<file path="config.mk">
export PLATFORM = sky130hd
export DESIGN_NAME = asp_serial_port
export DESIGN_NICKNAME = d
export VERILOG_FILES = /design/src/asp_pkg.sv /design/src/asp_serial_port.sv
export SDC_FILE = /design/constraint.sdc
export NUM_CORES = 1
export LEC_CHECK = 0
export BUFFER_PORTS_ARGS = -buffer_cell sky130_fd_sc_hd__buf_2
export CAP_MARGIN = 15
export CORE_MARGIN = 4
export CORE_UTILIZATION = 45
export CTS_CLUSTER_DIAMETER = 120
export DETAILED_ROUTE_END_ITERATION = 12
export PLACE_DENSITY = 0.75
export SLEW_MARGIN = 10
export SYNTH_ARGS = -nofsm -noshare
export SYNTH_HDL_FRONTEND = slang
export SYNTH_SLANG_ARGS = --single-unit
</file>
<file path="constraint.sdc">
create_clock -name clk -period 2.8 [get_ports clk]
set_input_delay 0.28 -clock clk [delete_from_list [all_inputs] [get_ports clk]]
set_output_delay 0.28 -clock clk [all_outputs]
set_load 0.02 [all_outputs]
</file>
<file path="src/asp_pkg.sv">
//------------------------------------------------------------------
// Overview of operation
//------------------------------------------------------------------
package asp_pkg;

  //------------------------------------------------------------------
  // Timing
  //------------------------------------------------------------------
  localparam int unsigned CLK_HZ   = 10_000_000;
  localparam int unsigned BAUD_HZ  = 9600;
  localparam int unsigned BIT_CYC  = CLK_HZ / BAUD_HZ;

  //------------------------------------------------------------------
  // Register map, byte addresses
  //------------------------------------------------------------------
  localparam logic [7:0] OFS_CTRL    = 8'h00;
  localparam logic [7:0] OFS_TXDATA  = 8'h04;
  localparam logic [7:0] OFS_RXDATA  = 8'h08;
  localparam logic [7:0] OFS_STATUS  = 8'h0c;
  localparam logic [7:0] OFS_INTSTAT = 8'h10;
  localparam logic [7:0] OFS_INTMASK = 8'h14;

  // Field positions.
  localparam int unsigned BIT_TXREQ  = 0;
  localparam int unsigned BIT_TXEV   = 0;
  localparam int unsigned BIT_RXEV   = 1;

  // Reset values.
  localparam logic [7:0] RST_BYTE = 8'h00;
  localparam logic [1:0] RST_INT  = 2'h0;

  typedef struct packed {
    logic rxBusy;
    logic rxDone;
    logic txBusy;
  } asp_stat_t;

  typedef enum logic [1:0] {RX_SEARCH, RX_DATA, RX_STOP} asp_rx_t;
  typedef enum logic [1:0] {TX_IDLE, TX_START, TX_DATA, TX_STOP} asp_tx_t;

endpackage

</file>
<file path="src/asp_serial_port.sv">
// Decided for this implementation: the placing of the registers and the APB slave port.
module asp_serial_port #(
  parameter int unsigned BIT_DIV   = asp_pkg::BIT_CYC,
  parameter bit          DATA8     = 1'b1,
  parameter bit          TWO_STOP  = 1'b0,
  parameter bit          LSB_FIRST = 1'b1
) (
  input  wire logic        clk,
  input  wire logic        arst_n,
  input  wire logic        psel,
  input  wire logic        penable,
  input  wire logic        pwrite,
  input  wire logic [7:0]  paddr,
  input  wire logic [31:0] pwdata,
  output logic      [31:0] prdata,
  output logic             pready,
  output logic             pslverr,
  input  wire logic        serial_rx_pin,
  output logic             serial_tx_pin,
  output logic             irq
);

  //------------------------------------------------------------------
  // Derived counts
  //------------------------------------------------------------------
  // divider sets rate
  localparam logic [15:0] BIT_CNT   = 16'(BIT_DIV - 1);
  localparam logic [15:0] HALF_CNT  = 16'(BIT_DIV / 2 - 1);
  localparam logic [15:0] FIRST_CNT = 16'((BIT_DIV * 5) / 4 - 1);
  localparam logic [15:0] STOP_CNT  = 16'((TWO_STOP ? 2 : 1) * BIT_DIV - 1);
  localparam logic [3:0]  NBITS     = DATA8 ? 4'h8 : 4'h7;

  //------------------------------------------------------------------
  // Pin input synchroniser
  //------------------------------------------------------------------
  logic rxMeta_ff;
  logic rxIn_ff;

  always_ff @(posedge clk or negedge arst_n)
    if (!arst_n)
    begin
      rxMeta_ff <= 1'b1;
      rxIn_ff   <= 1'b1;
    end
    else
    begin
      rxMeta_ff <= serial_rx_pin;
      rxIn_ff   <= rxMeta_ff;
    end

  //------------------------------------------------------------------
  // APB decode
  //------------------------------------------------------------------
  logic [7:0] txData_ff;
  logic [7:0] rx_shift_register_ff;
  logic       txReq_ff;
  logic       rxDone_ff;
  logic [1:0] intStat_ff;
  logic [1:0] intMask_ff;
  logic       txDoneEv;
  logic       rxDoneEv;
  asp_pkg::asp_stat_t stat;
  asp_pkg::asp_rx_t   rxState_ff;
  asp_pkg::asp_tx_t   txState_ff;

  wire access   = psel & penable;
  wire selCtrl  = paddr == asp_pkg::OFS_CTRL;
  wire selTx    = paddr == asp_pkg::OFS_TXDATA;
  wire selRx    = paddr == asp_pkg::OFS_RXDATA;
  wire selStat  = paddr == asp_pkg::OFS_STATUS;
  wire selIst   = paddr == asp_pkg::OFS_INTSTAT;
  wire selImsk  = paddr == asp_pkg::OFS_INTMASK;
  wire mapped   = selCtrl | selTx | selRx | selStat | selIst | selImsk;
  wire wrEn     = access & pwrite & mapped;
  wire txReqSet = wrEn & selCtrl & pwdata[asp_pkg::BIT_TXREQ];
  wire [1:0] intClr = (wrEn & selIst) ? pwdata[1:0] : 2'h0;

  assign stat = '{rxBusy: rxState_ff == asp_pkg::RX_DATA, rxDone: rxDone_ff, txBusy: txReq_ff};

  assign pready  = 1'b1;
  assign pslverr = access & ~mapped;
  assign prdata  = !access    ? 32'h0 :
                   selCtrl    ? {31'h0, txReq_ff} :
                   selTx      ? {24'h0, txData_ff} :
                   selRx      ? {24'h0, rx_shift_register_ff} :
                   selStat    ? {29'h0, stat} :
                   selIst     ? {30'h0, intStat_ff} :
                   selImsk    ? {30'h0, intMask_ff} : 32'h0;

  //------------------------------------------------------------------
  // Interrupt status and mask
  //------------------------------------------------------------------
  wire [1:0] intSet = {rxDoneEv, txDoneEv};
  // A new event wins over a clear written in the same cycle.
  wire [1:0] nxt_intStat = (intStat_ff & ~intClr) | intSet;

  always_ff @(posedge clk or negedge arst_n)
    if (!arst_n)
    begin
      intStat_ff <= asp_pkg::RST_INT;
      intMask_ff <= asp_pkg::RST_INT;
      txData_ff  <= asp_pkg::RST_BYTE;
    end
    else
    begin
      intStat_ff <= nxt_intStat;
      if (wrEn & selImsk)
        intMask_ff <= pwdata[1:0];
      if (wrEn & selTx)
        txData_ff <= pwdata[7:0];
    end

  assign irq = |(intStat_ff & intMask_ff);

  //------------------------------------------------------------------
  // Receiver
  //------------------------------------------------------------------
  logic [15:0] rxCnt_ff;
  logic [3:0]  rxLeft_ff;
  wire         rxTick = rxCnt_ff == 16'h0;
  wire [7:0] rxShifted = LSB_FIRST ? (DATA8 ? {rxIn_ff, rx_shift_register_ff[7:1]}
                                            : {1'b0, rxIn_ff, rx_shift_register_ff[6:1]})
                                   : (DATA8 ? {rx_shift_register_ff[6:0], rxIn_ff}
                                            : {1'b0, rx_shift_register_ff[5:0], rxIn_ff});
  wire rxStart = rxState_ff == asp_pkg::RX_SEARCH && rxTick && !rxIn_ff;
  wire rxLast  = rxState_ff == asp_pkg::RX_DATA && rxTick && rxLeft_ff == 4'h1;
  assign rxDoneEv = rxLast;

  always_ff @(posedge clk or negedge arst_n)
    if (!arst_n)
    begin
      rxState_ff           <= asp_pkg::RX_SEARCH;
      rxCnt_ff             <= 16'h0;
      rxLeft_ff            <= 4'h0;
      rx_shift_register_ff <= asp_pkg::RST_BYTE;
      rxDone_ff            <= 1'b0;
    end
    else
    begin
      if (!rxTick)
        rxCnt_ff <= rxCnt_ff - 16'h1;
      case (rxState_ff)
        asp_pkg::RX_SEARCH:
          if (rxTick)
          begin
            if (!rxIn_ff)
            begin
              rx_shift_register_ff <= 8'h00;
              rxDone_ff            <= 1'b0;
              rxLeft_ff            <= NBITS;
              rxCnt_ff             <= FIRST_CNT;
              rxState_ff           <= asp_pkg::RX_DATA;
            end
            else
              rxCnt_ff <= HALF_CNT;
          end
        asp_pkg::RX_DATA:
          if (rxTick)
          begin
            rx_shift_register_ff <= rxShifted;
            rxLeft_ff            <= rxLeft_ff - 4'h1;
            rxCnt_ff             <= BIT_CNT;
            if (rxLeft_ff == 4'h1)
            begin
              rxDone_ff  <= 1'b1;
              rxState_ff <= asp_pkg::RX_STOP;
            end
          end
        asp_pkg::RX_STOP:
          // Waiting out the stop bit keeps a low last data bit from faking a start.
          if (rxTick)
            rxState_ff <= asp_pkg::RX_SEARCH;
        default:
          rxState_ff <= asp_pkg::RX_SEARCH;
      endcase
    end

  //------------------------------------------------------------------
  // Transmitter
  //------------------------------------------------------------------
  logic [7:0]  tx_shift_register_ff;
  logic [15:0] txCnt_ff;
  logic [3:0]  txLeft_ff;
  logic        txPin_ff;
  wire         txTick = txCnt_ff == 16'h0;
  wire [7:0] txShifted = LSB_FIRST ? {1'b0, tx_shift_register_ff[7:1]}
                                   : {tx_shift_register_ff[6:0], 1'b0};
  wire txCurBit  = LSB_FIRST ? tx_shift_register_ff[0]
                             : (DATA8 ? tx_shift_register_ff[7] : tx_shift_register_ff[6]);
  wire txNextBit = LSB_FIRST ? txShifted[0] : (DATA8 ? txShifted[7] : txShifted[6]);
  assign txDoneEv = txState_ff == asp_pkg::TX_STOP && txTick;

  always_ff @(posedge clk or negedge arst_n)
    if (!arst_n)
    begin
      txState_ff           <= asp_pkg::TX_IDLE;
      txCnt_ff             <= 16'h0;
      txLeft_ff            <= 4'h0;
      tx_shift_register_ff <= asp_pkg::RST_BYTE;
      txPin_ff             <= 1'b1;
      txReq_ff             <= 1'b0;
    end
    else
    begin
      if (txReqSet)
        txReq_ff <= 1'b1;
      else if (txDoneEv)
        txReq_ff <= 1'b0;
      if (!txTick)
        txCnt_ff <= txCnt_ff - 16'h1;
      case (txState_ff)
        asp_pkg::TX_IDLE:
          if (txReq_ff)
          begin
            tx_shift_register_ff <= txData_ff;
            txPin_ff             <= 1'b0;
            txCnt_ff             <= BIT_CNT;
            txState_ff           <= asp_pkg::TX_START;
          end
        asp_pkg::TX_START:
          if (txTick)
          begin
            txPin_ff   <= txCurBit;
            txLeft_ff  <= NBITS;
            txCnt_ff   <= BIT_CNT;
            txState_ff <= asp_pkg::TX_DATA;
          end
        asp_pkg::TX_DATA:
          if (txTick)
          begin
            if (txLeft_ff == 4'h1)
            begin
              txPin_ff   <= 1'b1;
              txCnt_ff   <= STOP_CNT;
              txState_ff <= asp_pkg::TX_STOP;
            end
            else
            begin
              tx_shift_register_ff <= txShifted;
              txPin_ff             <= txNextBit;
              txLeft_ff            <= txLeft_ff - 4'h1;
              txCnt_ff             <= BIT_CNT;
            end
          end
        asp_pkg::TX_STOP:
          if (txTick)
            txState_ff <= asp_pkg::TX_IDLE;
        default:
          txState_ff <= asp_pkg::TX_IDLE;
      endcase
    end

  assign serial_tx_pin = txPin_ff;

  //------------------------------------------------------------------
  // Checks
  //------------------------------------------------------------------
  property p_search_poll;
    @(posedge clk) disable iff (!arst_n)
    (rxState_ff == asp_pkg::RX_SEARCH && rxTick && rxIn_ff) |=> rxCnt_ff == HALF_CNT;
  endproperty
  a_search_poll: assert property (p_search_poll)
    else $error("Start search poll period wrong.");

  property p_first_sample;
    @(posedge clk) disable iff (!arst_n)
    rxStart |=> rxCnt_ff == FIRST_CNT && rxState_ff == asp_pkg::RX_DATA
                && rx_shift_register_ff == 8'h00 && !rxDone_ff;
  endproperty
  a_first_sample: assert property (p_first_sample)
    else $error("First sample delay or clear wrong.");

  property p_bit_spacing;
    @(posedge clk) disable iff (!arst_n)
    (rxState_ff == asp_pkg::RX_DATA && rxTick) |=> rxCnt_ff == BIT_CNT
                && rx_shift_register_ff == $past(rxShifted);
  endproperty
  a_bit_spacing: assert property (p_bit_spacing)
    else $error("Data sample spacing wrong.");

  property p_rx_done;
    @(posedge clk) disable iff (!arst_n)
    $rose(rxDone_ff) |-> $past(rxLast);
  endproperty
  a_rx_done: assert property (p_rx_done)
    else $error("Receive done raised outside frame end.");

  property p_start_low;
    @(posedge clk) disable iff (!arst_n)
    txState_ff == asp_pkg::TX_START |-> !serial_tx_pin;
  endproperty
  a_start_low: assert property (p_start_low)
    else $error("Start bit not low.");

  property p_data_bit;
    @(posedge clk) disable iff (!arst_n)
    txState_ff == asp_pkg::TX_DATA |-> serial_tx_pin == txCurBit;
  endproperty
  a_data_bit: assert property (p_data_bit)
    else $error("Data bit on pin does not match register.");

  property p_stop_high;
    @(posedge clk) disable iff (!arst_n)
    (txState_ff == asp_pkg::TX_DATA && txTick && txLeft_ff == 4'h1)
      |=> serial_tx_pin && txCnt_ff == STOP_CNT;
  endproperty
  a_stop_high: assert property (p_stop_high)
    else $error("Stop bit not high for its length.");

  property p_req_clear;
    @(posedge clk) disable iff (!arst_n)
    (txDoneEv && !txReqSet) |=> !txReq_ff && txState_ff == asp_pkg::TX_IDLE;
  endproperty
  a_req_clear: assert property (p_req_clear)
    else $error("Transmit request not cleared at frame end.");

  property p_idle_high;
    @(posedge clk) disable iff (!arst_n)
    txState_ff == asp_pkg::TX_IDLE |-> serial_tx_pin;
  endproperty
  a_idle_high: assert property (p_idle_high)
    else $error("Transmit pin not idle high.");

endmodule

</file>
==> summary.md <==
| Metric | Value |
|---|---|
| Crit path kind | `flop to flop` |
| RR Endpoint | `tx_shift_register_ff[2]` |
| Synthesized area per cell | `roughly 9.7 um^2` |
| Area Growth Syn to Fin | `9.29%` |
| First-pass GRT wire length | `between 15 and 20 mm` |
| Most frequent cells in the layout | `dfrtp_1 (74), nor2_1 (38), nand2_1 (34)` |
| Asr flop ratio synth | `100%` |
| GRT Residual Overflow | `0` |
| Vias in the first global route | `around 3,500` |
| Synth cell types | `65` |
| Die W | `between 100 and 150 um` |
| Max-slew violation count | `0` |
| VDD IR-drop max | `roughly 0.00035 V` |
| Seq. cell area | `1930 um^2` |
| H-tree depth | `3` |
| Primary FF master, synth | `dfrtp_1` |
| Share of cells above drive strength 1 | `17.0%` |
| Post-Syn Area | `4440 um^2` |
| Root buf cell | `clkbuf_8` |
| Worst endpoint required time | `slightly above 3 ns` |
| Clk pin slew, worst setup/hold paths | `about 0.08 ns` |
| Max frequency | `around 390 MHz` |
| # diodes | `0` |
| CTS buffer count | `9` |
| # rows | `36` |
| # fillers | `a little under 900` |
| Sequential cell area fraction in the yosys report | `between 40% and 50%` |
| CP Capture Type | `flop` |
| DRT Pass-1 Iters | `5` |
| Multi-input logic area | `around 2300 um^2` |
| 1st-iter DRT viols | `approximately 220` |
| Post-synth EDFFs | `0` |
| Final nets | `555` |
| HPWL Detailed | `between 6 and 7 mm` |
| Final Hold Fails | `0` |
| IO Pins | `just over 80` |
| Total of max-cap violations | `0` |
| Crit path DAT | `2.81 ns` |
| DIE AREA | `between 10,000 and 15,000 um^2` |
| Worst-path fanout max | `9` |
| Worst setup SP type | `flop` |
| RSZ-0062 raised after global routing | `false` |
| Area leader, netlist | `dfrtp_1` |
| Worst r2r src | `txState_ff[0]` |
| Setup TNS | `0 ns` |
| Worst hold path class | `primary input to async pin` |
| Worst slew pin tran | `1.03 ns` |
| #FFs+latches synth | `77` |
| Final wirelength | `roughly 9.3 mm` |
| Post-DRT Antenna Nets | `0` |
| Total global-route track usage | `~17%` |
| Yosys Warn Count | `0` |
| Starting Density | `45.9%` |
| DIE HEIGHT | `107 um` |
| Util after Layout | `about 50%` |
| Min Clock Period, post-route | `2.58 ns` |
| # DRC | `0` |
| Gpl congestion | `0.878` |
| Initial antenna violation count | `0` |
| Buffers on Ports | `32` |
| Clk sinks | `77` |
| Pwr dens | `782 nW/um^2` |
| Most common cell after layout, fill and taps aside | `dfrtp_1` |
| Skew-Pair Late Insertion Delay | `0.36 ns` |
| Endpoints failing setup | `0` |
| Final period util | `92.2%` |
| Synth area leaders | `dfrtp_1 (42%), buf_4 (4.2%), ha_1 (4.2%), nor2_1 (3.2%), mux2_2 (3.0%)` |
| Total Power Consumption | `3800 uW` |
| Via/cell ratio | `between 5 and 6` |
| Leakage | `about 0.0022 uW` |
| Via count | `3,495` |
| Slew headroom | `between 30% and 40%` |
| Final setup margin | `between 0.2 and 0.25 ns` |
| Wire per inst | `14.8 um` |
| Synth Instances | `460` |
| Skew final | `around 0.016 ns` |
| Reg2reg path depth | `6` |
| Status | `complete, no violations` |
| Core area | `~9700 um^2` |
| Largest net degree at the start of global routing | `78` |
| R2R setup slack | `between 0.2 and 0.25 ns` |
| Post-synth top area share | `41.7%` |
| CTS Buffer Depth | `2` |
| CTS tree | `done` |
| DP Worst Slack | `0.266 ns` |
## through the flow
step | hold slack, ns | cells | area [um^2]
after floorplan | -0.0156 | 483 | 4530
after global placement | 0.347 | 615 | 4670
after CTS | 0.0989 | 632 | 4860
after global routing | 0.132 | 632 | 4860
after detailed placement | 0.351 | 615 | 4670
final | 0.0730 | 632 | 4860
## area by class of cell
cell class / count / share of cell area, %
multi-input combinational: 346 / 46.8
sequential: 77 / 39.8
timing repair buffer: 42 / 4.95
tap: 133 / 3.43
clock buffer: 11 / 2.91
inverter: 18 / 1.44
clock inverter: 5 / 0.721
## cell families (layout without fill, tap and decap cells)
kind of cell	count (synthesis)	after routing	share of synthesized area [%]
XOR/XNOR	17	17	3.35
other	2	25	0.169
multiplexers	20	20	4.87
AO/OA/AOI/OAI	110	110	17.0
buffers and inverters	60	76	7.35
flip-flops	77	77	43.5
AND/OR/NAND/NOR	159	159	19.6
adder cells (fa/ha/maj)	15	15	4.22
## Yosys cell counts, types with 9 or more instances
cell type,instances
a22o_1,9
nand3_1,14
mux2_2,12
nor2_1,38
nand2_1,34
inv_1,17
clkbuf_1,13
o21ai_0,20
ha_1,15
buf_4,25
nor4_1,10
dfrtp_1,74
o22ai_1,14
nor3_1,14
xnor2_1,9
a21oi_1,21
## report_power, final
part / internal (uW) / switching [uW] / total [uW]
Clock: 348 / 415 / 762
Combinational: 637 / 929 / 1570
Sequential: 1290 / 178 / 1470
## flip-flops by register name (all words and copies together) (netlist names)
name,flops
rxState_ff,2
txState_ff,2
rx_shift_register_ff,8
txReq_ff,1
rxLeft_ff,4
txData_ff,8
intStat_ff,2
rxCnt_ff,16
rxMeta_ff,1
intMask_ff,2
tx_shift_register_ff,8
rxDone_ff,1
txLeft_ff,4
txCnt_ff,16
serial_tx_pin,1
rxIn_ff,1
## repair_timing
action                    CTS  global route
hold buffers                1             0
hold endpoints to repair    1             0
resized for setup           0             0
setup buffers               0             0
## layer usage
layer	vias to the layer above	track usage, %	routed length, um
met4	0	7.12	199
met3	16	4.08	365
met1	1723	21.6	4190
met5	-	0	0
li1	1693	-	-
met2	63	28.2	4570
## worst max-delay path, stage by stage, from the launching register on
cell and delay [ns]:
dfrtp_1 0.43, inv_1 0.09, ha_1 0.32, o21ai_0 0.85, nand4_1 0.45, o22ai_1 0.24
a21oi_1 0.09
## worst max-delay path by stage
| stage | to | cells after the start | start | slack (ns) |
|---|---|---|---|---|
| 2_1_floorplan | txState_ff[1] | 8 | txCnt_ff[0] | 0.36 |
| 3_3_place_gp | txState_ff[1] | 6 | txCnt_ff[4] | 0.35 |
| 3_5_place_dp | tx_shift_register_ff[5] | 6 | txState_ff[0] | 0.27 |
| 4_1_cts | tx_shift_register_ff[5] | 6 | txState_ff[0] | 0.26 |
| 5_1_grt | tx_shift_register_ff[1] | 7 | txState_ff[0] | 0.008 |
| 6_report | tx_shift_register_ff[2] | 6 | txState_ff[0] | 0.22 |
Power figures use the tool's default switching activity.
